`config.mk`:
```
export PLATFORM = sky130hd
export DESIGN_NAME = ccr_control_registers
export DESIGN_NICKNAME = d
export VERILOG_FILES = /design/src/rtl/ccr_pkg.sv /design/src/rtl/ccr_control_registers.sv /design/src/rtl/ccr_frame_rx.sv
export SDC_FILE = /design/constraint.sdc
export NUM_CORES = 1
export LEC_CHECK = 0
export CORE_MARGIN = 3
export CORE_UTILIZATION = 60
export CTS_CLUSTER_SIZE = 24
export DETAILED_ROUTE_END_ITERATION = 10
export DONT_BUFFER_PORTS = 1
export PLACE_DENSITY = 0.87
export SYNTH_ARGS = -nofsm -noshare
export SYNTH_HDL_FRONTEND = slang
export SYNTH_SLANG_ARGS = --single-unit
export TNS_END_PERCENT = 50
```
`constraint.sdc`:
```
create_clock -name clock -period 1.9 [get_ports clock]
set_input_delay 0.285 -clock clock [delete_from_list [all_inputs] [get_ports clock]]
set_output_delay 0.285 -clock clock [all_outputs]
set_load 0.005 [all_outputs]
```
`src/rtl/ccr_pkg.sv`:
```
// Purpose: shared constants and carriers for the converter control registers
// Assumes: serial frames arrive sampled synchronously to clock
// Notes:   register addresses are the 4-bit frame addresses
package ccr_pkg;

  //////////////////////////////////////////////////////////////////////////////
  // frame layout
  localparam int          FRAME_BITS     = 32;
  localparam int          HEADER_BITS    = 12;
  localparam logic [11:0] FRAME_HEADER   = 12'h001;
  localparam int          ADDR_BITS      = 4;
  localparam int          DATA_BITS      = 16;

  //////////////////////////////////////////////////////////////////////////////
  // register addresses
  localparam logic [3:0]  ADDR_CLOCKING  = 4'h1;
  localparam logic [3:0]  ADDR_OFFSET    = 4'h2;
  localparam logic [3:0]  ADDR_GAIN      = 4'h3;
  localparam logic [3:0]  ADDR_FINE      = 4'hD;
  localparam logic [3:0]  ADDR_COARSE    = 4'hE;

  //////////////////////////////////////////////////////////////////////////////
  // field positions
  localparam int          POS_STROBE_PHASE = 11;
  localparam int          POS_RATE_SEL_N   = 10;
  localparam int          POS_EDGE_SEL     = 8;
  localparam int          POS_OFFSET_LSB   = 8;
  localparam int          POS_OFFSET_SIGN  = 7;
  localparam int          POS_NINE_LSB     = 7;
  localparam int          POS_PHASE_ENA    = 15;

  //////////////////////////////////////////////////////////////////////////////
  // reset values
  localparam logic        RST_STROBE_PHASE = 1'b1;
  localparam logic        RST_RATE_SEL_N   = 1'b1;
  localparam logic        RST_EDGE_SEL     = 1'b0;
  localparam logic [7:0]  RST_OFFSET       = 8'h00;
  localparam logic        RST_OFFSET_SIGN  = 1'b0;
  localparam logic [8:0]  RST_GAIN         = 9'h100;
  localparam logic [8:0]  RST_FINE         = 9'h000;
  localparam logic        RST_PHASE_ENA    = 1'b0;

  //////////////////////////////////////////////////////////////////////////////
  // carriers
  typedef struct packed {
    logic       strobe_phase_select;
    logic       rate_select_n;
    logic       edge_select;
    logic [7:0] offset_magnitude;
    logic       offset_negative;
    logic [8:0] gain_value;
    logic [8:0] fine_delay;
    logic       phase_adjust_enable;
  } ccr_ctrl_s;

  typedef struct packed {
    logic       valid;
    logic [3:0] addr;
    logic [15:0] data;
  } ccr_write_s;

endpackage : ccr_pkg

```
`src/rtl/ccr_control_registers.sv`:
```
// Purpose: write-only control registers behind the three-wire serial port
// Assumes: all inputs synchronous to clock; serial clock sampled as a level
// Notes:   analog effects are represented by the register fields driven out
//          normal control mode presents the defaults, with the edge taken from the pin
//          writes to addresses with no register here are dropped without trace
//
// How it works
// - strobe phase matters only in double rate
// - rate bit 0: word on both edges
// - rate bit 1: one word per period
// - single rate edge: 1 rising, 0 falling
// - 8-bit offset magnitude, linear, monotonic
// - offset sign: 0 positive, 1 negative
// - 9-bit gain, default 100h, 700 mV
// - gain change needs no recalibration
// - 9-bit fine delay, up to 110 ps
// - registers act only in extended mode
// - phase adjust only when enable set
`timescale 1ns/100ps
module ccr_control_registers
  import ccr_pkg::*;
(
  // clock and reset
  input  wire logic       clock,
  input  wire logic       rst_b,
  // serial control port
  input  wire logic       select_n,
  input  wire logic       serial_clock,
  input  wire logic       serial_data,
  // mode pins used in normal control mode
  input  wire logic       extended_mode,
  input  wire logic       edge_select_pin,
  // effective settings
  output logic            double_rate,
  output logic            strobe_centered,
  output logic            data_on_rising,
  output logic            data_on_falling,
  output logic [7:0]      offset_magnitude,
  output logic            offset_negative,
  output logic [8:0]      gain_value,
  output logic [8:0]      fine_delay,
  output logic            phase_adjust_enable
);

  //////////////////////////////////////////////////////////////////////////////
  // state
  typedef struct packed {
    logic       sclk_q;
    ccr_ctrl_s  regs;
    logic       double_rate;
    logic       strobe_centered;
    logic       data_on_rising;
    logic       data_on_falling;
    logic [7:0] offset_magnitude;
    logic       offset_negative;
    logic [8:0] gain_value;
    logic [8:0] fine_delay;
    logic       phase_adjust_enable;
  } ccr_top_state_s;

  localparam ccr_ctrl_s REG_RESET = '{
    strobe_phase_select: RST_STROBE_PHASE,
    rate_select_n:       RST_RATE_SEL_N,
    edge_select:         RST_EDGE_SEL,
    offset_magnitude:    RST_OFFSET,
    offset_negative:     RST_OFFSET_SIGN,
    gain_value:          RST_GAIN,
    fine_delay:          RST_FINE,
    phase_adjust_enable: RST_PHASE_ENA
  };

  // output reset values follow from the register defaults, so the two never disagree
  localparam ccr_top_state_s STATE_RESET = '{
    sclk_q:              1'b0,
    regs:                REG_RESET,
    double_rate:         ~RST_RATE_SEL_N,
    strobe_centered:     ~RST_RATE_SEL_N & RST_STROBE_PHASE,
    data_on_rising:      ~RST_RATE_SEL_N | RST_EDGE_SEL,
    data_on_falling:     ~RST_RATE_SEL_N | ~RST_EDGE_SEL,
    offset_magnitude:    RST_OFFSET,
    offset_negative:     RST_OFFSET_SIGN,
    gain_value:          RST_GAIN,
    fine_delay:          RST_PHASE_ENA ? RST_FINE : 9'h000,
    phase_adjust_enable: RST_PHASE_ENA
  };

  ccr_top_state_s state;
  ccr_top_state_s next_state;
  ccr_write_s     write;
  logic           sclk_rise;

  // sclk_q rests low like the idle serial clock, so reset brings no false edge
  assign sclk_rise = serial_clock & ~state.sclk_q;

  // the receiver owns the bit count; only whole frames reach this module
  ccr_frame_rx u_frame_rx (
    .clock     (clock),
    .rst_b     (rst_b),
    .select_n  (select_n),
    .sclk_rise (sclk_rise),
    .sdata     (serial_data),
    .write     (write)
  );

  //////////////////////////////////////////////////////////////////////////////
  always_comb begin
    // eff is what the hardware obeys: stored registers, or defaults plus the edge pin in normal mode
    ccr_ctrl_s eff;
    eff               = state.regs;
    next_state        = state;
    next_state.sclk_q = serial_clock;
    //////////////////////////////////////////////////////////////////////////////
    // register writes
    // filler bits are not checked; a host slip there is harmless
    // whole frames only
    if (write.valid) begin
      unique case (write.addr)
        ADDR_CLOCKING: begin
          next_state.regs.strobe_phase_select = write.data[POS_STROBE_PHASE];
          next_state.regs.rate_select_n       = write.data[POS_RATE_SEL_N];
          next_state.regs.edge_select         = write.data[POS_EDGE_SEL];
        end
        ADDR_OFFSET: begin
          next_state.regs.offset_magnitude = write.data[POS_OFFSET_LSB +: 8];
          next_state.regs.offset_negative  = write.data[POS_OFFSET_SIGN];
        end
        ADDR_GAIN: begin
          next_state.regs.gain_value = write.data[POS_NINE_LSB +: 9];
        end
        ADDR_FINE: begin
          next_state.regs.fine_delay = write.data[POS_NINE_LSB +: 9];
        end
        ADDR_COARSE: begin
          next_state.regs.phase_adjust_enable = write.data[POS_PHASE_ENA];
        end
        default: begin
          next_state.regs = state.regs;
        end
      endcase
    end
    if (!extended_mode) begin
      eff.strobe_phase_select = RST_STROBE_PHASE;
      eff.rate_select_n       = RST_RATE_SEL_N;
      eff.edge_select         = edge_select_pin;
      eff.offset_magnitude    = RST_OFFSET;
      eff.offset_negative     = RST_OFFSET_SIGN;
      eff.gain_value          = RST_GAIN;
      eff.fine_delay          = RST_FINE;
      eff.phase_adjust_enable = RST_PHASE_ENA;
    end
    //////////////////////////////////////////////////////////////////////////////
    // strobe edges
    if (!eff.rate_select_n) begin
      next_state.double_rate     = 1'b1;
      next_state.data_on_rising  = 1'b1;
      next_state.data_on_falling = 1'b1;
      next_state.strobe_centered = eff.strobe_phase_select;
    end else begin
      next_state.double_rate     = 1'b0;
      next_state.strobe_centered = 1'b0;
      next_state.data_on_rising  = eff.edge_select;
      next_state.data_on_falling = ~eff.edge_select;
    end
    //////////////////////////////////////////////////////////////////////////////
    // analog trims
    // offset magnitude passed on
    next_state.offset_magnitude = eff.offset_magnitude;
    next_state.offset_negative  = eff.offset_negative;
    next_state.gain_value       = eff.gain_value;
    next_state.fine_delay          = eff.phase_adjust_enable ? eff.fine_delay : 9'h000;
    next_state.phase_adjust_enable = eff.phase_adjust_enable;
  end

  //////////////////////////////////////////////////////////////////////////////
  // registers
  // no power-down input here, so contents survive it
  always_ff @(posedge clock or negedge rst_b) begin
    if (!rst_b) begin
      state <= STATE_RESET;
    end else begin
      state <= next_state;
    end
  end

  //////////////////////////////////////////////////////////////////////////////
  // outputs, each straight from a flop
  assign double_rate         = state.double_rate;
  assign strobe_centered     = state.strobe_centered;
  assign data_on_rising      = state.data_on_rising;
  assign data_on_falling     = state.data_on_falling;
  assign offset_magnitude    = state.offset_magnitude;
  assign offset_negative     = state.offset_negative;
  assign gain_value          = state.gain_value;
  assign fine_delay          = state.fine_delay;
  assign phase_adjust_enable = state.phase_adjust_enable;

endmodule // ccr_control_registers

```
`src/rtl/ccr_frame_rx.sv`:
```
// Purpose: shifts serial frames and emits one write per good frame
// Assumes: sclk_rise marks a serial clock edge carrying sdata
// Notes:   select high aborts the partial frame
`timescale 1ns/100ps
module ccr_frame_rx
  import ccr_pkg::*;
(
  // clock and reset
  input  wire logic       clock,
  input  wire logic       rst_b,
  // serial port
  input  wire logic       select_n,
  input  wire logic       sclk_rise,
  input  wire logic       sdata,
  // decoded write
  output ccr_write_s      write
);

  typedef struct packed {
    logic [31:0] shift;
    logic [5:0]  count;
    ccr_write_s  write;
  } ccr_rx_state_s;

  ccr_rx_state_s state;
  ccr_rx_state_s next_state;

  //////////////////////////////////////////////////////////////////////////////
  always_comb begin
    next_state             = state;
    next_state.write.valid = 1'b0;
    if (select_n) begin
      next_state.count = 6'h00;
    end else if (sclk_rise) begin
      next_state.shift = {state.shift[30:0], sdata};
      if (state.count == 6'(FRAME_BITS - 1)) begin
        next_state.count = 6'h00;
        if (state.shift[30:19] == FRAME_HEADER) begin
          next_state.write.valid = 1'b1;
          next_state.write.addr  = state.shift[18:15];
          next_state.write.data  = {state.shift[14:0], sdata};
        end
      end else begin
        next_state.count = state.count + 6'h01;
      end
    end
  end

  always_ff @(posedge clock or negedge rst_b) begin
    if (!rst_b) begin
      state <= '0;
    end else begin
      state <= next_state;
    end
  end

  assign write = state.write;

endmodule // ccr_frame_rx

```
==> flow_summary.ini <==
[place]
gp_congestion = 0.723
post-place-ws_ns = 0.143
place_hpwl_mm = 4.03
io_buffers = 0

[sta]
slew_headroom_pct = 37.4
finalHoldViolCount = 115
tns_ns = 0
timing.final.max_slew_violations = 0
period_minus_slack_ns = 1.79
fin_ws_ns = 0.113
max_freq_mhz = 560
hold_slack_ns = -0.526
rsz0062_at_grt = no
period_share_pct = 94.1
tightest_slew_ns = 0.936
skew_ns = 0.0108
setup_viol = 0

[pwr]
ir_drop_mv = 1.11
cellLeakagePower_nw = 2.53
power_density_nw_per_um2 = 1210
p_total_w = 0.00614

[floorplanning]
die_area_sq_um = 8460
pin_count = 39
start_util_pct = 63.5
die_h_microns = 92.0
fp-row-count = 30
core_area_sq_um = 6980
die_w_microns = 92.0

[synthesis]
synth_top_area_share_pct = 62.1
synthesis.area_sq_um = 4430
synth_seq_cells = 115
synth_edf_count = 0
yosys_warnings = 0
synthCells = 297
synth-seq-area-share_pct = 65.0
syn_avg_cell_area_sq_um = 14.9
yosysTopAreaCell = dfrtp_1
ys_top_cells_by_area = dfrtp_1 (62%), mux2_2 (17%), buf_4 (4.4%)
yosys_most_used_dff = dfrtp_1
ys_async_sr_fraction_pct = 100
syn_nets = 305
yosysUniqueCellTypes = 32

[outcome]
run_status = finished, violations left
violations = hold timing

[drt]
routed-via-count = 2214
post_drt_wl_per_cell_microns = 17.8
vias_per_cell = 5.55
drc_errors = 0
wirelength_mm = 7.11
firstDrtPassIters = 5
ant_nets = 0
drt_iter0_drc = 101

[cells_and_area]
nets = 298
seqCellArea_sq_um = 2880
multi_input_area_sq_um = 1310
fillCellCount = 418
drive_above_1_share_pct = 36.6
synthToLayoutAreaGrowth_pct = 14.0
antenna_cells = 0
finish.utilization_pct = 72.4

[critical_path]
startpoint_type = register
r2r_setup_slack_ns = 0.11
crit_fanout = 9
end_kind = register
arrival_ns = 2.17
cp_slowest_cell = and3_1
crit_path_cell_trace = nor3b_1 -> and3_1 -> mux2_2
path_class = register to register
required_ns = 2.28
cpPeakStageDelay_ns = 0.50

[cts]
cts_setup_buffers = 0
cts_hold_buffers = 5
cts_tree = yes
clock_path_buffers = 2
htree_num_levels = 4
cts_buffers = 17
cts_root_buf = clkbuf_8
clk_pin_slew_ns = 0.06
cts.sinks = 115
cts_resized = 0
clkLatencyLatePin_ns = 0.51

[run]
cap_violations = 0

[grt]
grt_overflow = 0
grt_pass1_vias = 2332
antenna_found_initial = 0
grt_max_degree = 116
grt_pass1_wl_mm = 11.9
grt_usage_pct = 18.8

[hold_path]
min_path_type = input port to asynchronous set/reset pin
==> per-layer routing <==
metal	track usage, %	routed length (microns)
met4	7.80	97
met2	31.5	3730
met1	21.3	2940
met3	7.71	350
met5	0	0
==> worst paths after layout <==
check / from / end / cells after the start
max in group asynchronous: rst_b / u_frame_rx.state[56]$_DFFE_PN0P_ / 0
worst max-delay path: u_frame_rx.write[19]$_DFFE_PN0P_ / state[49]$_DFFE_PN0P_ / 3
worst max register to register: u_frame_rx.write[19]$_DFFE_PN0P_ / state[49]$_DFFE_PN0P_ / 3
min in group clock: select_n / u_frame_rx.write[20]$_DFF_PN0_ / 4
worst min register to register: state[52]$_DFFE_PN0P_ / offset_magnitude[0]$_DFF_PN0_ / 1
worst min-delay path: rst_b / offset_magnitude[2]$_DFF_PN0_ / 0
==> per-stage QoR <==
| step | instance area [sq um] | hold slack [ns] | std cells |
|---|---|---|---|
| 2_1_floorplan | 4430 | -0.0106 | 297 |
| 3_3_place_gp | 4360 | -0.00832 | 362 |
| 3_5_place_dp | 4360 | -0.00833 | 362 |
| 4_1_cts | 5050 | -0.554 | 399 |
| 5_1_grt | 5050 | -0.567 | 399 |
| 6_report | 5050 | -0.526 | 399 |
==> layout by cell type (no fill, tap or decap), drive strengths merged, types with 6 or more instances in the layout <==
master	netlist	final
mux2	75	75
clkinv	0	6
and3	11	11
and2	19	19
dfrtp	110	110
clkbuf	6	17
==> cells by family after synthesis <==
| group | share of synthesized area, % |
|---|---|
| AOI/OAI and AO/OA | 0.931 |
| xor gates and xnor gates | 0.395 |
| adders and majority gates | 0.282 |
| buffers and inverters | 5.50 |
| DFF | 65.0 |
| muxes | 19.3 |
| and+or+nand+nor | 8.58 |
==> final cells by class <==
cell class,instances,area share (%)
flip-flops and latches,115,57.1
multi-input cells,146,25.8
clock buffers,17,8.20
clock inverters,15,4.53
well taps,96,2.38
repair buffers,10,1.98
==> critical path: cells and delay by family, from the launching register on <==
kind             cells  cell delay, ns
AND/OR/NAND/NOR      2            0.88
flip-flops           1            0.39
multiplexers         1            0.39
==> power breakdown <==
part	internal, W	total [W]	switching [W]
combinational	0.0000885	0.000138	0.0000497
clock	0.00227	0.00339	0.00112
sequential	0.00255	0.00261	0.0000592
==> registers in the layout, summed over array words and instances, names as in the netlist, 8 cells and up <==
name	flops
u_frame_rx.write	14
gain_value	9
u_frame_rx.state	37
fine_delay	9
offset_magnitude	8
state	32
==> cells in the mapped netlist, types with 2 or more instances <==
cell type and n:
and2_1 19, and3_1 11, buf_2 3, buf_4 26, clkbuf_1 6, dfrtp_1 110
dfstp_2 5, mux2_1 9, mux2_2 66, nand2_1 4, nand3_1 4, nand3b_1 2
nand4_1 3, nor2_1 5, nor2b_1 3, nor3b_1 3, nor4_1 2, xor2_1 2
Power figures use the tool's default switching activity.
